<file path="src/core/wdog_pkg.sv">
package wdog_pkg;

   // Clock rate and register map.
   localparam int         CLK_HZ         = 20_000_000;
   localparam logic [7:0] CONFIG_ADDR    = 8'h9C;
   localparam logic [7:0] FAULT_ONE_ADDR = 8'hF0;
   localparam logic [7:0] FAULT_TWO_ADDR = 8'hF1;
   localparam logic [7:0] CONFIG_RESET   = 8'h00;
   localparam int         PULSE_LSB      = 3;
   localparam int         TIMEOUT_LSB    = 0;
   localparam int         MACROCELLS     = 9;
   localparam int         CNT_W          = 32;

   // Times in their own units, and the cycle counts derived from them.
   localparam int TIMEOUT_BASE_MS   = 200;
   localparam int PULSE_10_US       = 10;
   localparam int PULSE_100_US      = 100;
   localparam int PULSE_1000_US     = 1000;
   localparam int PULSE_10000_US    = 10000;
   localparam int TIMEOUT_BASE_CYC  = TIMEOUT_BASE_MS * (CLK_HZ / 1000);
   localparam int PULSE_10_CYC      = PULSE_10_US * (CLK_HZ / 1_000_000);
   localparam int PULSE_100_CYC     = PULSE_100_US * (CLK_HZ / 1_000_000);
   localparam int PULSE_1000_CYC    = PULSE_1000_US * (CLK_HZ / 1_000_000);
   localparam int PULSE_10000_CYC   = PULSE_10000_US * (CLK_HZ / 1_000_000);

   // Layout of the configuration register.
   typedef struct packed {
      logic [2:0] unused_bits;
      logic [1:0] pulse_width_select;
      logic [2:0] timeout_select;
   } wd_config_s;

   // One register access as delivered by the serial management port.
   typedef struct packed {
      logic [7:0] addr;
      logic       wr;
      logic       rd;
      logic [7:0] wdata;
   } reg_req_s;

   typedef enum logic {CLEAR_IDLE, CLEAR_ARMED} clear_state_e;

endpackage

</file>
<file path="src/core/pulse_stretch.sv">
`timescale 1ns/1ps
module pulse_stretch #(
   parameter int CNT_W = 32
) (
   input  wire logic             clock,
   input  wire logic             srst,
   input  wire logic             start,
   input  wire logic [CNT_W-1:0] length,
   output logic                  active
);

   logic [CNT_W-1:0] count_r;
   logic [CNT_W-1:0] run_r;
   logic [CNT_W-1:0] want_r;

   // A new start restarts the pulse, so a retrigger stretches it rather than splitting it.
   always_ff @(posedge clock) begin
      if (srst) begin
         count_r <= '0;
         active  <= 1'b0;
      end else if (start) begin
         count_r <= length;
         active  <= 1'b1;
      end else if (count_r > 1) begin
         count_r <= count_r - 1'b1;
      end else begin
         count_r <= '0;
         active  <= 1'b0;
      end
   end

   // Helper that measures each pulse for the width check.
   always_ff @(posedge clock) begin
      if (srst) begin
         run_r  <= '0;
         want_r <= '0;
      end else if (start) begin
         run_r  <= '0;
         want_r <= length;
      end else if (active) begin
         run_r  <= run_r + 1'b1;
      end
   end

   a_pulse_starts: assert property (@(posedge clock) disable iff (srst)
      start |=> active) else $error("Pulse did not start.");

   a_pulse_width: assert property (@(posedge clock) disable iff (srst)
      $fell(active) |-> run_r == want_r) else $error("Pulse width wrong.");

endmodule // pulse_stretch

</file>
<file path="src/core/watchdog_fault_detector.sv">
`timescale 1ns/1ps
// Behaviour
// - Either edge on the input proves life.
// - Timeout sets fault level, held until cleared.
// - Timeout also emits one positive pulse.
// - Width field picks 10/100/1000/10000 us.
// - Period field: off, or 200 ms doubling.
// - Fault clears after reading latch one, two.
// - Both signals reach nine macrocells, invertible.
module watchdog_fault_detector
   import wdog_pkg::*;
#(
   parameter int TIMEOUT_BASE  = TIMEOUT_BASE_CYC,
   parameter int PULSE_1000_C  = PULSE_1000_CYC,
   parameter int PULSE_10000_C = PULSE_10000_CYC
) (
   input  wire logic                       CLOCK,
   input  wire logic                       SRST,
   input  wire logic                       WATCHDOG_INPUT,
   input  wire wdog_pkg::reg_req_s         REG_REQ,
   output logic [7:0]                      REG_RDATA,
   output logic                            REG_HIT,
   input  wire logic [MACROCELLS-1:0]      FAULT_INVERT,
   input  wire logic [MACROCELLS-1:0]      PULSE_INVERT,
   output logic                            WD_FAULT,
   output logic                            WD_PULSE,
   output logic [MACROCELLS-1:0]           MACROCELL_FAULT,
   output logic [MACROCELLS-1:0]           MACROCELL_PULSE
);
   import wdog_pkg::*;

   wd_config_s       cfg_r;
   logic             sync1_r;
   logic             sync2_r;
   logic             prev_r;
   logic [CNT_W-1:0] count_r;
   logic             fault_r;
   clear_state_e     clear_r;
   logic [7:0]       rdata_r;
   logic             hit_r;

   wire              edge_seen;
   wire              enabled;
   wire [CNT_W-1:0]  period_w;
   wire              timeout;
   wire              cfg_wr;
   wire              cfg_rd;
   wire              rd_one;
   wire              rd_two;
   wire              fault_clear;
   logic [CNT_W-1:0] pulse_len;

   // Register decode; the fault latch reads only come through here as strobes.
   assign cfg_wr = REG_REQ.wr && (REG_REQ.addr == CONFIG_ADDR);
   assign cfg_rd = REG_REQ.rd && (REG_REQ.addr == CONFIG_ADDR);
   assign rd_one = REG_REQ.rd && (REG_REQ.addr == FAULT_ONE_ADDR);
   assign rd_two = REG_REQ.rd && (REG_REQ.addr == FAULT_TWO_ADDR);

   // All eight bits are stored, the unused ones included, since they read back as written.
   always_ff @(posedge CLOCK) begin
      if (SRST) begin
         cfg_r <= CONFIG_RESET;
      end else if (cfg_wr) begin
         cfg_r <= REG_REQ.wdata;
      end
   end

   // Read data is registered; unmapped addresses answer zero with no hit.
   always_ff @(posedge CLOCK) begin
      if (SRST) begin
         rdata_r <= 8'h00;
         hit_r   <= 1'b0;
      end else begin
         rdata_r <= cfg_rd ? cfg_r : 8'h00;
         hit_r   <= cfg_rd | cfg_wr;
      end
   end

   assign REG_RDATA = rdata_r;
   assign REG_HIT   = hit_r;

   // The pin is asynchronous, so two flops come before the edge detector.
   always_ff @(posedge CLOCK) begin
      if (SRST) begin
         sync1_r <= 1'b0;
         sync2_r <= 1'b0;
         prev_r  <= 1'b0;
      end else begin
         sync1_r <= WATCHDOG_INPUT;
         sync2_r <= sync1_r;
         prev_r  <= sync2_r;
      end
   end

   assign edge_seen = sync2_r ^ prev_r;

   // Period doubles with each code step above one; code zero stops the watchdog.
   assign enabled  = cfg_r.timeout_select != 3'h0;
   assign period_w = CNT_W'(TIMEOUT_BASE) << (cfg_r.timeout_select - 3'h1);
   // An edge that lands in the last cycle of the period still counts as a kick.
   assign timeout  = enabled && !edge_seen && (count_r == period_w - 1'b1);

   // A configuration write also restarts the count, so a new period starts cleanly.
   always_ff @(posedge CLOCK) begin
      if (SRST) begin
         count_r <= '0;
      end else if (!enabled || edge_seen || cfg_wr || timeout) begin
         count_r <= '0;
      end else begin
         count_r <= count_r + 1'b1;
      end
   end

   // Clear needs latch one then latch two; a timeout in the same cycle wins.
   assign fault_clear = rd_two && (clear_r == CLEAR_ARMED);

   always_ff @(posedge CLOCK) begin
      if (SRST) begin
         fault_r <= 1'b0;
         clear_r <= CLEAR_IDLE;
      end else begin
         if (timeout) begin
            fault_r <= 1'b1;
         end else if (fault_clear) begin
            fault_r <= 1'b0;
         end
         case (clear_r)
            CLEAR_IDLE:  clear_r <= rd_one ? CLEAR_ARMED : CLEAR_IDLE;
            CLEAR_ARMED: clear_r <= rd_two ? CLEAR_IDLE : CLEAR_ARMED;
            default:     clear_r <= CLEAR_IDLE;
         endcase
      end
   end

   // Width is sampled when the pulse starts.
   always_comb begin
      case (cfg_r.pulse_width_select)
         2'h0:    pulse_len = CNT_W'(PULSE_10_CYC);
         2'h1:    pulse_len = CNT_W'(PULSE_100_CYC);
         2'h2:    pulse_len = CNT_W'(PULSE_1000_C);
         default: pulse_len = CNT_W'(PULSE_10000_C);
      endcase
   end

   pulse_stretch #(
      .CNT_W (CNT_W)
   ) pulse_stretch_i (
      .clock  (CLOCK),
      .srst   (SRST),
      .start  (timeout),
      .length (pulse_len),
      .active (WD_PULSE)
   );

   assign WD_FAULT = fault_r;

   // Each macrocell gets its own registered, optionally inverted copy of both signals.
   genvar i;
   generate
      for (i = 0; i < MACROCELLS; i++) begin : g_cell
         always_ff @(posedge CLOCK) begin
            if (SRST) begin
               MACROCELL_FAULT[i] <= 1'b0;
               MACROCELL_PULSE[i] <= 1'b0;
            end else begin
               MACROCELL_FAULT[i] <= fault_r ^ FAULT_INVERT[i];
               MACROCELL_PULSE[i] <= WD_PULSE ^ PULSE_INVERT[i];
            end
         end

         a_cell_invert: assert property (@(posedge CLOCK) disable iff (SRST)
            ##1 MACROCELL_FAULT[i] == ($past(fault_r) ^ $past(FAULT_INVERT[i])))
            else $error("Macrocell fault copy wrong.");

         a_cell_pulse: assert property (@(posedge CLOCK) disable iff (SRST)
            ##1 MACROCELL_PULSE[i] == ($past(WD_PULSE) ^ $past(PULSE_INVERT[i])))
            else $error("Macrocell pulse copy wrong.");
      end
   endgenerate

   a_edge_restarts: assert property (@(posedge CLOCK) disable iff (SRST)
      edge_seen |=> count_r == '0) else $error("Edge did not restart count.");

   a_timeout_fault: assert property (@(posedge CLOCK) disable iff (SRST)
      timeout |=> fault_r && WD_PULSE) else $error("Timeout not flagged.");

   a_fault_holds: assert property (@(posedge CLOCK) disable iff (SRST)
      fault_r && !fault_clear |=> fault_r) else $error("Fault dropped early.");

   a_clear_order: assert property (@(posedge CLOCK) disable iff (SRST)
      $fell(fault_r) |-> $past(rd_two) && $past(clear_r) == CLEAR_ARMED)
      else $error("Fault cleared out of order.");

   a_disabled_quiet: assert property (@(posedge CLOCK) disable iff (SRST)
      !enabled |-> !timeout ##1 count_r == '0) else $error("Disabled watchdog counted.");

   a_config_read: assert property (@(posedge CLOCK) disable iff (SRST)
      cfg_rd |=> REG_RDATA == $past(cfg_r)) else $error("Config readback wrong.");

   // A write lands in the register and answers with a hit one cycle later.
   a_config_write: assert property (@(posedge CLOCK) disable iff (SRST)
      cfg_wr |=> cfg_r == $past(REG_REQ.wdata) && REG_HIT) else $error("Config write lost.");

   // The count never passes the selected period while the watchdog runs.
   a_count_bounded: assert property (@(posedge CLOCK) disable iff (SRST)
      enabled |-> count_r < period_w) else $error("Count ran past the period.");

   // A timeout is never declared in a cycle that saw a kick.
   a_kick_wins: assert property (@(posedge CLOCK) disable iff (SRST)
      edge_seen |-> !timeout) else $error("Timeout despite an edge.");

   // Fault and pulse rise only as a result of a timeout.
   a_fault_cause: assert property (@(posedge CLOCK) disable iff (SRST)
      $rose(fault_r) |-> $past(timeout)) else $error("Fault set without timeout.");

   a_pulse_cause: assert property (@(posedge CLOCK) disable iff (SRST)
      $rose(WD_PULSE) |-> $past(timeout)) else $error("Pulse without timeout.");

   // Reading latch one arms the clear, whatever state the sequence was in.
   a_clear_arms: assert property (@(posedge CLOCK) disable iff (SRST)
      rd_one |=> clear_r == CLEAR_ARMED) else $error("Latch one read did not arm.");

endmodule // watchdog_fault_detector

</file>
<file path="config.mk">
export PLATFORM = sky130hd
export DESIGN_NAME = watchdog_fault_detector
export DESIGN_NICKNAME = d
export VERILOG_FILES = /design/src/core/wdog_pkg.sv /design/src/core/pulse_stretch.sv /design/src/core/watchdog_fault_detector.sv
export SDC_FILE = /design/constraint.sdc
export NUM_CORES = 1
export LEC_CHECK = 0
export BUFFER_PORTS_ARGS = -buffer_cell sky130_fd_sc_hd__buf_2
export CORE_AREA = 5 5 103 124
export DETAILED_ROUTE_END_ITERATION = 8
export DIE_AREA = 0 0 108 129
export PLACE_DENSITY_LB_ADDON = 0.12
export RECOVER_POWER = 50
export SLEW_MARGIN = 40
export SYNTH_ARGS = -nofsm -noshare
export SYNTH_HDL_FRONTEND = slang
export SYNTH_SLANG_ARGS = --single-unit
</file>
<file path="constraint.sdc">
create_clock -name CLOCK -period 4.2 [get_ports CLOCK]
set_input_delay 0.42 -clock CLOCK [delete_from_list [all_inputs] [get_ports CLOCK]]
set_output_delay 0.42 -clock CLOCK [all_outputs]
set_load 0.005 [all_outputs]
</file>
==> results.sh <==
export IMPL_final_common_cell="dfxtp_1"
export IMPL_root_buffer="clkbuf_16"
export IMPL_p_int_mw=1.64
export IMPL_cts_hold_buf=0
export IMPL_clockBufferDepth=2
export IMPL_rows=43
export IMPL_r2r_end="pulse_stretch_i.count_r[23]"
export IMPL_num_fill_cells=1087
export IMPL_vias_per_cell=5.25
export IMPL_cp_max_fo=23
export IMPL_holdPathStages=2
export IMPL_ir_drop_mv=0.252
export IMPL_yosys_register_bits=105
export IMPL_synth_top_family_by_area="simple AND/OR/NAND/NOR gates"
export IMPL_wl_per_cell_um=14.8
export IMPL_ctsResizeCount=0
export IMPL_cts_htree_levels=3
export IMPL_whs_endpoint="sync1_r"
export IMPL_ys_warnings_count=0
export IMPL_clock_fmax_mhz=276
export IMPL_finalSetupTns_ns=0
export IMPL_clkTransAtPathRegs_ns=0.07
export IMPL_fin_area_mm2=0.00612
export IMPL_cts_tree="built"
export IMPL_p_comb_frac=0.028
export IMPL_seq_power_share=0.492
export IMPL_antenna_found_initial=0
export IMPL_drive_gt1_frac=0.146
export IMPL_min_period_over_period=0.862
export IMPL_tightest_slew_ns=1.99
export IMPL_dpl_hpwl_um=8830
export IMPL_wl_um=12000
export IMPL_syn2layout_area_growth_pct=14.6
export IMPL_status="finished with violations"
export IMPL_diodes=0
export IMPL_yosys_most_used_dff="dfxtp_1"
export IMPL_drt_first_pass_iters=4
export IMPL_switching_share=0.202
export IMPL_violations="capacitance limit, slew limit"
export IMPL_cts_setup_buffers=0
export IMPL_slew_headroom=-0.329
export IMPL_post_synth_cell_area_avg_um2=8.92
export IMPL_async_flop_share=0
export IMPL_worst_hold_slack_ns=0.295
export IMPL_synth_compound_area_frac=0.0494
export IMPL_syn_nets=655
export IMPL_p_leak_nw=2.36
export IMPL_setup_viol_count_final=0
export IMPL_crit_type="flop to flop"
export IMPL_critPathRequiredTime_ns=4.41
export IMPL_drv_slew=46
export IMPL_initial_core_util=0.468
export IMPL_reg2regPathDepth=11
export IMPL_fp_dieH_um=129
export IMPL_dieArea_mm2=0.0139
export IMPL_insertion_delay_ns=0.35
export IMPL_clock_skew_ns=0.00730
export IMPL_min_delay_start="WATCHDOG_INPUT"
export IMPL_io_buffer_count=67
export IMPL_p_clk_frac=0.480
export IMPL_rrSetupSlack_ns=0.58
export IMPL_clock_sinks=105
export IMPL_timing_rr_start="cfg_r[0]"
export IMPL_yosysSeqAreaShare=0.394
export IMPL_critPathCaptureType="flop"
export IMPL_maxCapViolations=1
export IMPL_grt_pass1_wl_um=19900
export IMPL_grt_pass1_vias=4157
export IMPL_nNetsFinal=708
export IMPL_core_area_mm2=0.0114
export IMPL_ys_types=54
export IMPL_final_util=0.537
export IMPL_netlist_instances=599
export IMPL_finalCriticalPeriod_ns=3.62
export IMPL_synth_fa_ha_area_frac=0.0398
export IMPL_grt_max_degree=46
export IMPL_routabilityCongestion=0.853
export IMPL_synthXorXnorAreaFrac=0.169
export IMPL_final_cell_mix="dfxtp_1 (105), nor3_1 (69), xnor2_1 (65)"
export IMPL_dr_total_vias=4272
export IMPL_synth_edf_count=0
export IMPL_crit_start="cfg_r[0]"
export IMPL_worstSetupStartpointType="flop"
export IMPL_p_sw_mw=0.413
export IMPL_synthesis_area_mm2=0.00534
export IMPL_antenna_left=0
export IMPL_cts_buffers=9
export IMPL_die_w_um=108
export IMPL_yosys_area_share_simple=0.262
export IMPL_grtUsageTotal=0.177
export IMPL_arrival_ns=3.83
export IMPL_fin_total_pwr_mw=2.05
export IMPL_final_hold_violation_count=0
export IMPL_synthMuxAreaShare=0.0487
export IMPL_drt_iter0_drc=154
export IMPL_grt_overflow=0
export IMPL_hold_path_class="primary input to flop"
export IMPL_rsz0062_at_grt="no"
export IMPL_powerDensity_mw_per_mm2=335
export IMPL_placed_area_mm2=0.00579
export IMPL_drc_errors=0
export IMPL_io_pins=68
==> state kept, by name, summed over array words and instances, names as in the netlist <==
| name | cells |
|---|---|
| pulse_stretch_i.count_r | 32 |
| MACROCELL_FAULT | 9 |
| count_r | 32 |
| MACROCELL_PULSE | 9 |
| prev_r | 1 |
| WD_FAULT | 1 |
| clear_r | 1 |
| pulse_stretch_i.active | 1 |
| REG_HIT | 1 |
| cfg_r | 8 |
| sync1_r | 1 |
| sync2_r | 1 |
| REG_RDATA | 8 |
==> Yosys cell counts (12+ instances only) <==
| master | instances | area (um^2) |
|---|---|---|
| clkbuf_1 | 14 | 52.6 |
| nand3_1 | 17 | 85.1 |
| nor2_1 | 59 | 221 |
| a21oi_1 | 12 | 60.1 |
| ha_1 | 17 | 213 |
| nor4_1 | 13 | 81.3 |
| nor3_1 | 69 | 345 |
| dfxtp_1 | 105 | 2100 |
| xor2_1 | 36 | 315 |
| xnor2_1 | 65 | 569 |
| mux2i_1 | 20 | 200 |
| nand2_1 | 37 | 139 |
| and3_1 | 15 | 93.8 |
==> routing by layer <==
| layer | GRT usage | share of wire | wire [um] |
|---|---|---|---|
| met1 | 0.218 | 0.44 | 5340 |
| met2 | 0.294 | 0.48 | 5770 |
| met3 | 0.0271 | 0.038 | 461 |
| met4 | 0.103 | 0.037 | 444 |
| met5 | 0 | 0 | 0 |
==> cell families after synthesis <==
group,after synthesis
AOI/OAI and AO/OA,41
xor gates and xnor gates,102
adders and majority gates,17
buffers and inverters,42
DFF,105
muxes,24
and+or+nand+nor,268
==> power by group through the flow <==
| stage | clock (mW) | combinational (mW) | sequential [mW] |
|---|---|---|---|
| floorplan | 0 | 0.0242 | 1.03 |
| global placement | 0 | 0.0590 | 1.03 |
| detailed placement | 0 | 0.0595 | 1.03 |
| CTS | 1.00 | 0.0599 | 1.01 |
| global route | 1.04 | 0.0651 | 1.01 |
| finish | 0.983 | 0.0582 | 1.01 |
==> per-stage QoR <==
step,setup WS (ns),instances
after floorplan,0.616,599
after global placement,0.681,798
after detailed placement,0.629,798
after CTS,0.569,814
after global routing,0.331,814
final,0.580,814
==> cell type report <==
type,count,area [um^2],area share
inverters,9,33.8,0.00552
clock buffers,10,239,0.0391
well taps,157,196,0.0321
repair buffers,75,388,0.0634
clock inverters,6,113,0.0184
flip-flops and latches,105,2100,0.343
multi-input cells,452,3050,0.498
==> worst max-delay path by stage <==
stage,end,slack [ns],cells after the start
after floorplan,pulse_stretch_i.count_r[14],0.62,15
after global placement,pulse_stretch_i.count_r[31],0.68,12
after detailed placement,pulse_stretch_i.count_r[23],0.63,11
after CTS,pulse_stretch_i.count_r[23],0.57,12
after global routing,pulse_stretch_i.count_r[24],0.33,11
final,pulse_stretch_i.count_r[23],0.58,11
==> critical path, stage by stage (launching register included) <==
cell and delay, ns:
dfxtp_1 0.33, inv_1 0.10, ha_1 0.36, ha_1 0.37, buf_4 0.28, nor3b_1 0.56, xnor2_1 0.17, nor3_1 0.20
and3_1 0.20, and4_2 0.52, buf_4 0.30, nor3_1 0.08
Note: power is estimated with default switching activity, not from simulation.
